==> config.mk <==
export PLATFORM = sky130hd
export DESIGN_NAME = rpbm_top
export DESIGN_NICKNAME = d
export VERILOG_FILES = /design/src/rpbm_pkg.sv /design/src/rpbm_part_lookup.sv /design/src/rpbm_top.sv
export SDC_FILE = /design/constraint.sdc
export NUM_CORES = 1
export LEC_CHECK = 0
export BUFFER_PORTS_ARGS = -buffer_cell sky130_fd_sc_hd__buf_2
export CAP_MARGIN = 20
export CORE_AREA = 2 2 72 74
export DETAILED_ROUTE_END_ITERATION = 8
export DIE_AREA = 0 0 74 76
export PLACE_DENSITY = 0.91
export SETUP_SLACK_MARGIN = 0.4
export SYNTH_ARGS = -nofsm -noshare
export SYNTH_HDL_FRONTEND = slang
export SYNTH_HIERARCHICAL = 1
export SYNTH_SLANG_ARGS = --single-unit
==> constraint.sdc <==
create_clock -name mclk -period 4.5 [get_ports mclk]
set_input_delay 0.675 -clock mclk [delete_from_list [all_inputs] [get_ports mclk]]
set_output_delay 0.675 -clock mclk [all_outputs]
set_load 0.01 [all_outputs]
==> src/rpbm_pkg.sv <==
`default_nettype none
package rpbm_pkg;
    // register byte offsets on the avalon slave
    localparam logic [4:0] OFS_CONFIG   = 5'h00;
    localparam logic [4:0] OFS_KPROG    = 5'h04;
    localparam logic [4:0] OFS_UDATA    = 5'h08;
    localparam logic [4:0] OFS_UPROG    = 5'h0C;
    localparam logic [4:0] OFS_RAMSIZE  = 5'h10;
    // config field layout
    localparam int WAIT_BIT   = 6;
    localparam int ARB_LSB    = 0;
    localparam int ARB_W      = 3;
    localparam logic [31:0] CONFIG_RESET = 32'h0000_0040;
    // partition base field layout, 2 KB granules
    localparam int BASE_LSB = 11;
    localparam int BASE_MSB = 15;
    localparam int BASE_W   = BASE_MSB - BASE_LSB + 1;
    localparam logic [31:0] USER_DATA_WINDOW = 32'hBF00_0000;
    localparam logic [31:0] UNMAPPED_READ    = 32'h0000_0000;

    typedef enum logic [1:0] {
        RPBM_ARB_MODE0 = 2'b00,
        RPBM_ARB_MODE1 = 2'b01,
        RPBM_ARB_MODE2 = 2'b10,
        RPBM_ARB_UNDEF = 2'b11
    } rpbm_arb_e;

    typedef enum logic [1:0] {
        RPBM_PART_KDATA = 2'b00,
        RPBM_PART_KPROG = 2'b01,
        RPBM_PART_UDATA = 2'b11,
        RPBM_PART_UPROG = 2'b10
    } rpbm_part_e;

    // partition bases, in granules
    typedef struct packed {
        logic [BASE_W-1:0] kprog;
        logic [BASE_W-1:0] udata;
        logic [BASE_W-1:0] uprog;
    } rpbm_bases_s;
endpackage : rpbm_pkg
`default_nettype wire

==> src/rpbm_part_lookup.sv <==
`default_nettype none
module rpbm_part_lookup
    import rpbm_pkg::*;
#(
    parameter int RAM_AW = 15
) (
    input  wire logic [RAM_AW-1:0]      ramOffset, // ram-relative byte offset
    input  wire rpbm_pkg::rpbm_bases_s  bases,     // programmed bases
    output var rpbm_pkg::rpbm_part_e    partition  // partition holding the offset
);
    import rpbm_pkg::*;

    // a zero base means the partition is absent; preceding one extends
    wire [31:0] offs     = 32'(ramOffset);
    wire [31:0] kprogAdr = {16'h0000, bases.kprog, 11'h000};
    wire [31:0] udataAdr = {16'h0000, bases.udata, 11'h000};
    wire [31:0] uprogAdr = {16'h0000, bases.uprog, 11'h000};
    wire        inUprog  = (bases.uprog != '0) && (offs >= uprogAdr);
    wire        inUdata  = (bases.udata != '0) && (offs >= udataAdr);
    wire        inKprog  = (bases.kprog != '0) && (offs >= kprogAdr);
    // ordering is not checked; a bad order just yields the highest match
    assign partition = inUprog ? RPBM_PART_UPROG :
                       inUdata ? RPBM_PART_UDATA :
                       inKprog ? RPBM_PART_KPROG : RPBM_PART_KDATA;
endmodule : rpbm_part_lookup
`default_nettype wire

==> src/rpbm_top.sv <==
// Summary of operation
// wait select bit 1 adds one cpu wait state to data ram accesses; the code takes the wait select from config bit 6
// arbitration field bits 2-0 pick mode 0, 1 or 2
// software never writes arbitration codes 011 to 111
// kernel program base bits 15-11 set kernel program start when non-zero
// base registers read zero in bits 10-0, 2 KB granules
// software writes zero to base bits 31-16 and ignores them
// user data base bits 15-11 set user data start when non-zero
// non-zero user data base must exceed kernel program base
// user program base bits 15-11 set user program start when non-zero
// non-zero user program base must exceed user data base
// size register returns fixed data ram byte count
// user data partition appears at 0xBF000000 plus user data base
// after reset all of ram belongs to kernel mode
// base ordering is not checked by hardware
// zero base means absent partition; preceding one extends
//
// Chosen here: register access over Avalon-MM and the register addresses.
`default_nettype none
module rpbm_top
    import rpbm_pkg::*;
#(
    parameter logic [31:0] RAM_SIZE = 32'h0000_8000, // data ram bytes
    parameter int          RAM_AW   = 15             // ram offset width
) (
    input  wire logic                  mclk,             // system clock
    input  wire logic                  reset_n,          // async reset
    input  wire logic [4:0]            avsAddress,       // byte address
    input  wire logic                  avsRead,          // read request
    input  wire logic                  avsWrite,         // write request
    input  wire logic [31:0]           avsWritedata,     // write data
    input  wire logic [3:0]            avsByteenable,    // byte lanes
    output logic      [31:0]           avsReaddata,      // read data
    output logic                       avsWaitrequest,   // stall
    input  wire logic [RAM_AW-1:0]     ramOffset,        // current ram access offset
    input  wire logic                  cpuRamReq,        // cpu requests data ram
    output logic                       ramWaitState,     // cpu ram wait state enable
    output logic                       cpuRamStall,      // hold cpu one setup cycle
    output logic      [2:0]            arbitrationMode,  // arbitration code
    output var rpbm_pkg::rpbm_arb_e    arbScheme,        // decoded scheme
    output var rpbm_pkg::rpbm_part_e   ramPartition,     // partition of ramOffset
    output logic      [31:0]           userDataWindow,   // user data base address
    output logic                       kernelOnly        // no user partitions
);
    import rpbm_pkg::*;

    // ------------------------------------------------------------
    // register bus
    // ------------------------------------------------------------
    logic [31:0] busMatrixConfig;
    rpbm_bases_s bases;
    logic        ackPhase;
    logic [31:0] next_readdata;

    wire reqAny  = avsRead | avsWrite;
    wire doWrite = avsWrite & ackPhase;
    wire selCfg  = avsAddress == OFS_CONFIG;
    wire selKp   = avsAddress == OFS_KPROG;
    wire selUd   = avsAddress == OFS_UDATA;
    wire selUp   = avsAddress == OFS_UPROG;
    wire selSz   = avsAddress == OFS_RAMSIZE;
    // one wait cycle per access keeps read data registered
    assign avsWaitrequest = reqAny & ~ackPhase;

    wire [31:0] cfgRead = {25'h0, busMatrixConfig[WAIT_BIT], 3'b000, busMatrixConfig[ARB_W-1:0]};
    wire [31:0] kpRead  = {16'h0000, bases.kprog, 11'h000};
    wire [31:0] udRead  = {16'h0000, bases.udata, 11'h000};
    wire [31:0] upRead  = {16'h0000, bases.uprog, 11'h000};
    // unmapped addresses read zero and ignore writes
    assign next_readdata = selCfg ? cfgRead :
                           selKp  ? kpRead  :
                           selUd  ? udRead  :
                           selUp  ? upRead  :
                           selSz  ? RAM_SIZE : UNMAPPED_READ;

    // accept phase toggles so each request takes exactly two edges
    always_ff @(posedge mclk or negedge reset_n) begin
        if (!reset_n) begin
            ackPhase <= 1'b0;
        end else begin
            ackPhase <= reqAny & ~ackPhase;
        end
    end

    always_ff @(posedge mclk or negedge reset_n) begin
        if (!reset_n) begin
            avsReaddata <= 32'h0000_0000;
        end else if (avsRead && !ackPhase) begin
            avsReaddata <= next_readdata;
        end
    end

    // config: only the wait bit and arbitration field store
    always_ff @(posedge mclk or negedge reset_n) begin
        if (!reset_n) begin
            busMatrixConfig <= CONFIG_RESET;
        end else if (doWrite && selCfg) begin
            if (avsByteenable[0]) begin
                busMatrixConfig[WAIT_BIT]  <= avsWritedata[WAIT_BIT];
                busMatrixConfig[ARB_W-1:0] <= avsWritedata[ARB_W-1:0];
            end
        end
    end

    // bases: bits 15-11 in byte lane 1; upper bits dropped
    always_ff @(posedge mclk or negedge reset_n) begin
        if (!reset_n) begin
            bases <= '0;
        end else if (doWrite && avsByteenable[1]) begin
            if (selKp) bases.kprog <= avsWritedata[BASE_MSB:BASE_LSB];
            if (selUd) bases.udata <= avsWritedata[BASE_MSB:BASE_LSB];
            if (selUp) bases.uprog <= avsWritedata[BASE_MSB:BASE_LSB];
        end
    end

    // ------------------------------------------------------------
    // bus matrix controls
    // ------------------------------------------------------------
    logic setupDone;
    assign ramWaitState    = busMatrixConfig[WAIT_BIT];
    assign arbitrationMode = busMatrixConfig[ARB_W-1:0];
    // reserved codes are undefined; flagged so nothing relies on them
    assign arbScheme = (arbitrationMode == 3'b000) ? RPBM_ARB_MODE0 :
                       (arbitrationMode == 3'b001) ? RPBM_ARB_MODE1 :
                       (arbitrationMode == 3'b010) ? RPBM_ARB_MODE2 : RPBM_ARB_UNDEF;
    // with the wait state on, one setup cycle stalls the cpu on the first cycle of each request
    assign cpuRamStall = cpuRamReq & ramWaitState & ~setupDone;

    always_ff @(posedge mclk or negedge reset_n) begin
        if (!reset_n) begin
            setupDone <= 1'b0;
        end else begin
            setupDone <= cpuRamStall;
        end
    end

    assign userDataWindow = USER_DATA_WINDOW + udRead;
    assign kernelOnly     = (bases.udata == '0) && (bases.uprog == '0);

    rpbm_part_lookup #(
        .RAM_AW (RAM_AW)
    ) u_lookup (
        .ramOffset (ramOffset),
        .bases     (bases),
        .partition (ramPartition)
    );

    // ------------------------------------------------------------
    // assertions
    // ------------------------------------------------------------
    property p_wait_stall;
        @(posedge mclk) disable iff (!reset_n)
        (cpuRamReq && ramWaitState && !setupDone) |-> cpuRamStall ##1 !cpuRamStall;
    endproperty
    a_wait_stall: assert property (p_wait_stall) else $error("wait state not one cycle");

    property p_no_wait;
        @(posedge mclk) disable iff (!reset_n) !ramWaitState |-> !cpuRamStall;
    endproperty
    a_no_wait: assert property (p_no_wait) else $error("stall with zero wait states");

    property p_arb_write;
        @(posedge mclk) disable iff (!reset_n)
        (doWrite && selCfg && avsByteenable[0]) |=> arbitrationMode == $past(avsWritedata[2:0]);
    endproperty
    a_arb_write: assert property (p_arb_write) else $error("arbitration field not stored");

    property p_arb_decode;
        @(posedge mclk) disable iff (!reset_n)
        (arbitrationMode == 3'b010) |-> arbScheme == RPBM_ARB_MODE2;
    endproperty
    a_arb_decode: assert property (p_arb_decode) else $error("mode 2 decode wrong");

    property p_kp_write;
        @(posedge mclk) disable iff (!reset_n)
        (doWrite && selKp && avsByteenable[1]) |=> bases.kprog == $past(avsWritedata[15:11]);
    endproperty
    a_kp_write: assert property (p_kp_write) else $error("kernel program base not stored");

    property p_ud_write;
        @(posedge mclk) disable iff (!reset_n)
        (doWrite && selUd && avsByteenable[1]) |=> bases.udata == $past(avsWritedata[15:11]);
    endproperty
    a_ud_write: assert property (p_ud_write) else $error("user data base not stored");

    property p_up_write;
        @(posedge mclk) disable iff (!reset_n)
        (doWrite && selUp && avsByteenable[1]) |=> bases.uprog == $past(avsWritedata[15:11]);
    endproperty
    a_up_write: assert property (p_up_write) else $error("user program base not stored");

    // an offset between the kernel program base and the next present base is kernel program
    property p_kprog_part;
        @(posedge mclk) disable iff (!reset_n)
        (bases.kprog != '0) && (32'(ramOffset) >= kpRead)
            && ((bases.udata == '0) || (32'(ramOffset) < udRead))
            && ((bases.uprog == '0) || (32'(ramOffset) < upRead)) |-> ramPartition == RPBM_PART_KPROG;
    endproperty
    a_kprog_part: assert property (p_kprog_part) else $error("kernel program partition wrong");

    property p_low_zero;
        @(posedge mclk) disable iff (!reset_n)
        (avsRead && !avsWaitrequest && !selCfg && !selSz) |-> avsReaddata[10:0] == 11'h000;
    endproperty
    a_low_zero: assert property (p_low_zero) else $error("base low bits not zero");

    property p_size;
        @(posedge mclk) disable iff (!reset_n)
        (avsRead && !avsWaitrequest && selSz) |-> avsReaddata == RAM_SIZE;
    endproperty
    a_size: assert property (p_size) else $error("size register wrong");

    property p_window;
        @(posedge mclk) disable iff (!reset_n)
        userDataWindow == 32'hBF00_0000 + {16'h0000, bases.udata, 11'h000};
    endproperty
    a_window: assert property (p_window) else $error("user data window wrong");

    property p_kernel;
        @(posedge mclk) disable iff (!reset_n) kernelOnly && bases.kprog == '0 |-> ramPartition == RPBM_PART_KDATA;
    endproperty
    a_kernel: assert property (p_kernel) else $error("ram not kernel only");

    property p_answer;
        @(posedge mclk) disable iff (!reset_n) (reqAny && !ackPhase) |=> !avsWaitrequest;
    endproperty
    a_answer: assert property (p_answer) else $error("bus answer late");

    c_stall: cover property (@(posedge mclk) disable iff (!reset_n) cpuRamStall);
    c_uprog: cover property (@(posedge mclk) disable iff (!reset_n) ramPartition == RPBM_PART_UPROG);
    c_write: cover property (@(posedge mclk) disable iff (!reset_n) doWrite && selUd);
endmodule : rpbm_top
`default_nettype wire

==> impl_metrics.json, run 1 <==
{
  "outcome": "complete, no violations",
  "critPathMaxFanout": 3,
  "grt_pass1_wl_mm": 7.56,
  "finalCritPeriodShare_pct": 59.0,
  "post_cts_buffers": 0,
  "hold_path_class": "in2async",
  "drt_first_pass_iters": 4,
  "viasPerCell": 4.79,
  "p_comb_share_pct": 23.2,
  "grt.total_usage_pct": 17.5,
  "p_seq_share_pct": 41.6,
  "synth_ff_type": "dfrtp_1",
  "cp_data_arrival_time_ns": 1.98,
  "switching_power_uw": 222,
  "start_util_pct": 43.7,
  "p_int_uw": 525,
  "die_x_um": 74,
  "n_fill_cell": 469,
  "die-height_um": 76,
  "final-hold-violation-count": 0,
  "synth-seq-area-share_pct": 35.1,
  "irDropWorstVdd_mv": 0.314,
  "fin_hold_ws_ns": 0.418,
  "startpoint_type": "primary input",
  "synth_edf_count": 0,
  "p_clk_share_pct": 35.1,
  "ys_async_sr_fraction_pct": 100,
  "final_common_cell": "buf_2",
  "min_period_ns": 2.66,
  "drtAntennaViolNets": 0,
  "yosysTopAreaCellShare_pct": 33.8,
  "grt_overflow": 0,
  "layout_common_cells": "buf_2 (60), conb_1 (50), dfrtp_1 (29)",
  "ctsHtreeMaxLevel": 2,
  "root_buffer": "clkbuf_8",
  "tns_ns": 0,
  "ys_top_cells_by_area": "dfrtp_1 (34%), buf_4 (19%), mux2_2 (10%)",
  "yosys_warnings": 6,
  "p_leak_nw": 1.26,
  "dp_hpwl_mm": 3.64,
  "cts_sinks": 30,
  "worst_slack_ns": 1.84,
  "synth_cell_type_count": 37,
  "cts_buffers": 5,
  "yosys.area.top_type": "dfrtp_1",
  "boundaryPins": 136,
  "worstSetupEndpointType": "output port",
  "cts.path.max_buffers": 2,
  "powerDensity_nw_per_um2": 312,
  "slew_violations": 0,
  "swShare_pct": 29.7,
  "area_delta_synth_final_pct": 11.6,
  "antennaDiodeCount": 0,
  "setup_viol": 0,
  "antenna_found_initial": 0,
  "clk_latency_ns": 0.28,
  "ys_seq_elements": 30,
  "ctsHoldBuffers": 0,
  "vias": 1667,
  "grt_start_max_net_pins": 31,
  "syn_inst": 221,
  "post-route-drc-count": 0,
  "cts-resized-gates": 0,
  "rsz0062_at_grt": "no",
  "fmax_mhz": 376,
  "worstPathRequired_ns": 3.83,
  "crit_type": "in2out",
  "rows": 26,
  "dp_slack_ns": 1.83,
  "drv_cap": 0,
  "skew_ns": 0.00746,
  "nets": 350,
  "cts_tree": "yes",
  "worstMarginPinSlew_ns": 0.676,
  "routed_wl_mm": 4.60,
  "max-slew-margin-rel_pct": 54.9,
  "grt_pass1_vias": 1642,
  "syn_area_per_cell_um2": 9.70,
  "syn-cell-area_um2": 2140,
  "io_buffers": 60,
  "drt-initial-drc-count": 56,
  "place.gp.congestion": 0.819,
  "clk_pin_slew_ns": 0.07,
  "core_area_um2": 4910,
  "final_area_um2": 2390,
  "layout-drive-gt1-share_pct": 34.9,
  "die_area_um2": 5620,
  "wl_per_cell_um": 13.2,
  "place_area_um2": 2280
}
-- worst paths after layout --
check,end,slack [ns],cells past startpoint,startpoint
worst max-delay path,ramPartition[1],1.84,7,ramOffset[3]
worst min-delay path,bases[1],0.42,1,reset_n
worst max register to register,bases[4],3.08,3,ackPhase
worst min register to register,setupDone,0.42,1,setupDone
max in group asynchronous,avsReaddata[12],3.63,1,reset_n
min in group mclk,setupDone,0.42,1,setupDone
-- routing by layer --
metal	track usage (%)	share of wire, %	wire (um)	vias to the layer above
met4	6.36	1.7	78	0
met3	5.82	8.8	407	10
li1	-	-	-	788
met2	28.7	49	2250	92
met1	21.0	41	1870	777
met5	0	0	0	-
-- power groups by stage --
stage / logic (mW) / registers [mW] / clock network [mW]
3_3_place_gp: 0.166 / 0.314 / 0
5_1_grt: 0.195 / 0.314 / 0.286
3_5_place_dp: 0.173 / 0.315 / 0
6_report: 0.173 / 0.311 / 0.262
2_1_floorplan: 0.148 / 0.309 / 0
4_1_cts: 0.174 / 0.311 / 0.271
-- state kept, by name, summed over array words and instances, names as in the netlist --
register	cells
ramWaitState	1
avsReaddata	9
ackPhase	1
setupDone	1
arbitrationMode	3
bases	15
-- final cells by class --
class | count | area [um^2] | share of cell area (%)
clock buffer | 5 | 68.8 | 2.88
tap | 70 | 87.6 | 3.66
clock inverter | 3 | 40.0 | 1.67
multi-input combinational | 170 | 1110 | 46.2
inverter | 10 | 37.5 | 1.57
timing repair buffer | 60 | 300 | 12.6
sequential | 30 | 752 | 31.4
-- logic make-up after synthesis --
logic type | after synthesis | synth area share (%)
other | 2 | 0.350
multiplexers | 19 | 9.98
AND/OR/NAND/NOR | 58 | 16.1
buffers and inverters | 69 | 21.8
flip-flops | 30 | 35.1
XOR/XNOR | 1 | 0.408
AO/OA/AOI/OAI | 30 | 9.33
adder cells (fa/ha/maj) | 12 | 7.00
-- worst max-delay path, stage by stage --
cell and delay, ns:
buf_2 0.09, nor4_1 0.44, nand3_1 0.17, nor4_2 0.19, a2bb2oi_2 0.18, nand2b_1 0.11
buf_2 0.12
-- cell usage after synthesis (3+ instances only) --
cell / instances
nor3_1: 4
o21ai_0: 4
nand2_1: 17
mux2_2: 19
a21oi_1: 9
nor4_1: 5
a211oi_1: 3
o41ai_1: 4
clkbuf_1: 3
buf_4: 55
nand4_1: 4
ha_1: 12
dfrtp_1: 29
or2_2: 3
inv_1: 10
o22ai_1: 6
nor2_1: 5
nand4b_1: 3
or4_1: 4
-- stage by stage --
stage	std cells	util (%)	total power, mW
after CTS	348	48.7	0.755
final	348	48.7	0.746
after detailed placement	340	46.5	0.488
after floorplan	269	-	0.457
after global placement	340	46.5	0.480
after global routing	348	48.7	0.794
Power figures use the tool's default switching activity.
==> run 2: changes to the inputs <==
--- a/config.mk
+++ b/config.mk
@@ -5,12 +5,13 @@
 export SDC_FILE = /design/constraint.sdc
 export NUM_CORES = 1
 export LEC_CHECK = 0
+export ABC_AREA = 1
 export BUFFER_PORTS_ARGS = -buffer_cell sky130_fd_sc_hd__buf_2
 export CAP_MARGIN = 20
-export CORE_AREA = 2 2 72 74
+export CORE_AREA = 2 2 76 78
 export DETAILED_ROUTE_END_ITERATION = 8
-export DIE_AREA = 0 0 74 76
-export PLACE_DENSITY = 0.91
+export DIE_AREA = 0 0 78 80
+export PLACE_DENSITY = 0.88
 export SETUP_SLACK_MARGIN = 0.4
 export SYNTH_ARGS = -nofsm -noshare
 export SYNTH_HDL_FRONTEND = slang
==> constraint.sdc (replaced) <==
create_clock -name mclk -period 2.5 [get_ports mclk]
set_input_delay 0.375 -clock mclk [delete_from_list [all_inputs] [get_ports mclk]]
set_output_delay 0.375 -clock mclk [all_outputs]
set_load 0.01 [all_outputs]
==> impl_metrics.json, run 2 <==
{
  "antennaDiodeCount": 0,
  "worst_slack_ns": 0.325,
  "crit_type": "reg2out",
  "synth_ff_type": "dfrtp_1",
  "place_area_um2": 2540,
  "clk_pin_slew_ns": 0.06,
  "cts_buffers": 5,
  "layout_common_cells": "nand2_1 (81), buf_2 (59), conb_1 (50)",
  "placed_cells": 463,
  "largest_reg_flops": 15,
  "worstSetupEndpointType": "output port",
  "min_period_ns": 2.18,
  "largest-register": "bases",
  "synth_edf_count": 0,
  "synthTopCellsByCount": "nand2_1 (83), buf_4 (55), nor2_1 (46)",
  "dp_slack_ns": 0.547,
  "timing.rr.end": "avsReaddata[6]",
  "grt_pass1_wl_mm": 8.15,
  "root_buffer": "clkbuf_8",
  "worstPathRequired_ns": 2.12,
  "syn_inst": 340,
  "regArea_um2": 756,
  "grt.total_usage_pct": 16.5,
  "rows": 27,
  "start_util_pct": 44.2,
  "skew_ns": 0.00438,
  "powerDensity_nw_per_um2": 506,
  "ys_seq_elements": 30,
  "grt_start_max_net_pins": 31,
  "worstRegToRegCells": 4,
  "routed_wl_mm": 5.51,
  "core_area_um2": 5410,
  "syn-cell-area_um2": 2390,
  "yosysTopAreaCellShare_pct": 30.4,
  "post-route-drc-count": 0,
  "final_area_um2": 2790,
  "fmax_mhz": 460,
  "cp_data_arrival_time_ns": 1.80,
  "synth-seq-area-share_pct": 31.5,
  "syn_area_per_cell_um2": 7.03,
  "place.gp.congestion": 0.832,
  "fin_hold_ws_ns": 0.114,
  "cts.path.max_buffers": 2,
  "slowest_delay_ns": 0.38,
  "critPathMaxFanout": 2,
  "outcome": "complete, no violations",
  "drt_first_pass_iters": 6,
  "hold_path_class": "in2async",
  "area_delta_synth_final_pct": 16.7,
  "drv_cap": 0,
  "finalCritPeriodShare_pct": 87.0,
  "layout-drive-gt1-share_pct": 26.2,
  "die_area_um2": 6240,
  "finish.utilization_pct": 51.6,
  "ys_top_cells_by_area": "dfrtp_1 (30%), buf_4 (17%), nand2_1 (13%)",
  "tns_ns": 0,
  "ctsHoldBuffers": 0,
  "ctsHtreeMaxLevel": 2,
  "die-height_um": 80,
  "drtAntennaViolNets": 0,
  "worstMarginPinSlew_ns": 0.646,
  "crit_path_top_delay_cell": "dfrtp_1",
  "total_power_mw": 1.41,
  "drt-initial-drc-count": 123,
  "io_buffers": 60,
  "final-hold-violation-count": 0,
  "synth.most_common_cell": "nand2_1",
  "r2r-start": "ackPhase",
  "clk_latency_ns": 0.28,
  "rsz0062_at_grt": "yes",
  "grt_overflow": 0,
  "path_cells": "inv_2 -> ha_4 -> nand2_2 -> inv_2 -> nand2_1 -> nor2_1 -> nand2_1 -> a21oi_2 -> nand2b_4 -> buf_6",
  "ys_async_sr_fraction_pct": 100,
  "yosys.area.top_type": "dfrtp_1",
  "slew_violations": 0,
  "reg2reg_slack_ns": 1.07,
  "viasPerCell": 4.63,
  "antenna_found_initial": 0,
  "cts_sinks": 30,
  "nets": 481,
  "synth_cell_type_count": 25,
  "boundaryPins": 136,
  "dp_hpwl_mm": 4.21,
  "n_fill_cell": 525,
  "max-slew-margin-rel_pct": 56.9,
  "vias": 2222,
  "wl_per_cell_um": 11.5,
  "cts_tree": "yes",
  "yosys_warnings": 6,
  "grt_pass1_vias": 1898,
  "final_common_cell": "nand2_1",
  "p_leak_nw": 1.57,
  "setup_viol": 0,
  "irDropWorstVdd_mv": 0.228,
  "multi_input_area_um2": 1310,
  "startpoint_type": "flop",
  "die_x_um": 78,
  "finalNonFillerCells": 480
}
[run 2: worst max path at each step]
stage | startpoint | to | cells after the start
after CTS | bases[5] | ramPartition[0] | 10
after global routing | bases[1] | ramPartition[1] | 10
after detailed placement | ramOffset[14] | ramPartition[1] | 10
after global placement | ramOffset[14] | ramPartition[1] | 10
after floorplan | bases[8] | ramPartition[0] | 10
final | bases[2] | ramPartition[1] | 10
[run 2: kinds of logic after synthesis]
group / count (synthesis) / share of synthesized area (%)
AOI/OAI and AO/OA: 25 / 5.40
adders and majority gates: 12 / 6.29
buffers and inverters: 101 / 24.7
DFF: 30 / 31.5
other: 2 / 0.314
and+or+nand+nor: 170 / 31.8
[run 2: final cells by class]
class	instances	area share [%]
clock buffers	7	2.74
flip-flops and latches	30	27.1
multi-input cells	257	47.1
inverters	43	5.79
well taps	72	3.23
repair buffers	71	14.0
[run 2: where the power goes]
part           total [mW]  switching [mW]  internal, mW
Combinational       0.468           0.280         0.188
Sequential          0.584          0.0466         0.537
Clock               0.358           0.167         0.191
[run 2: layer usage]
metal	up-vias	part of all wire [%]	global-route usage, %
li1	1093	-	-
met1	1028	41	19.5
met2	90	50	28.5
met3	11	7.2	3.85
met4	0	2.1	7.54
met5	-	0	0
[run 2: repair_timing]
item	CTS	global route
setup buffers	6	4
pin swaps	5	5
resized for setup	7	13
endpoints found under the setup margin	2	2
[run 2: critical path: cells and delay by family (launching register included)]
family | cells | cell delay (ns)
simple gates | 5 | 0.45
compound gates | 1 | 0.18
flops | 1 | 0.38
buf+inv | 3 | 0.22
fa+ha+maj | 1 | 0.27
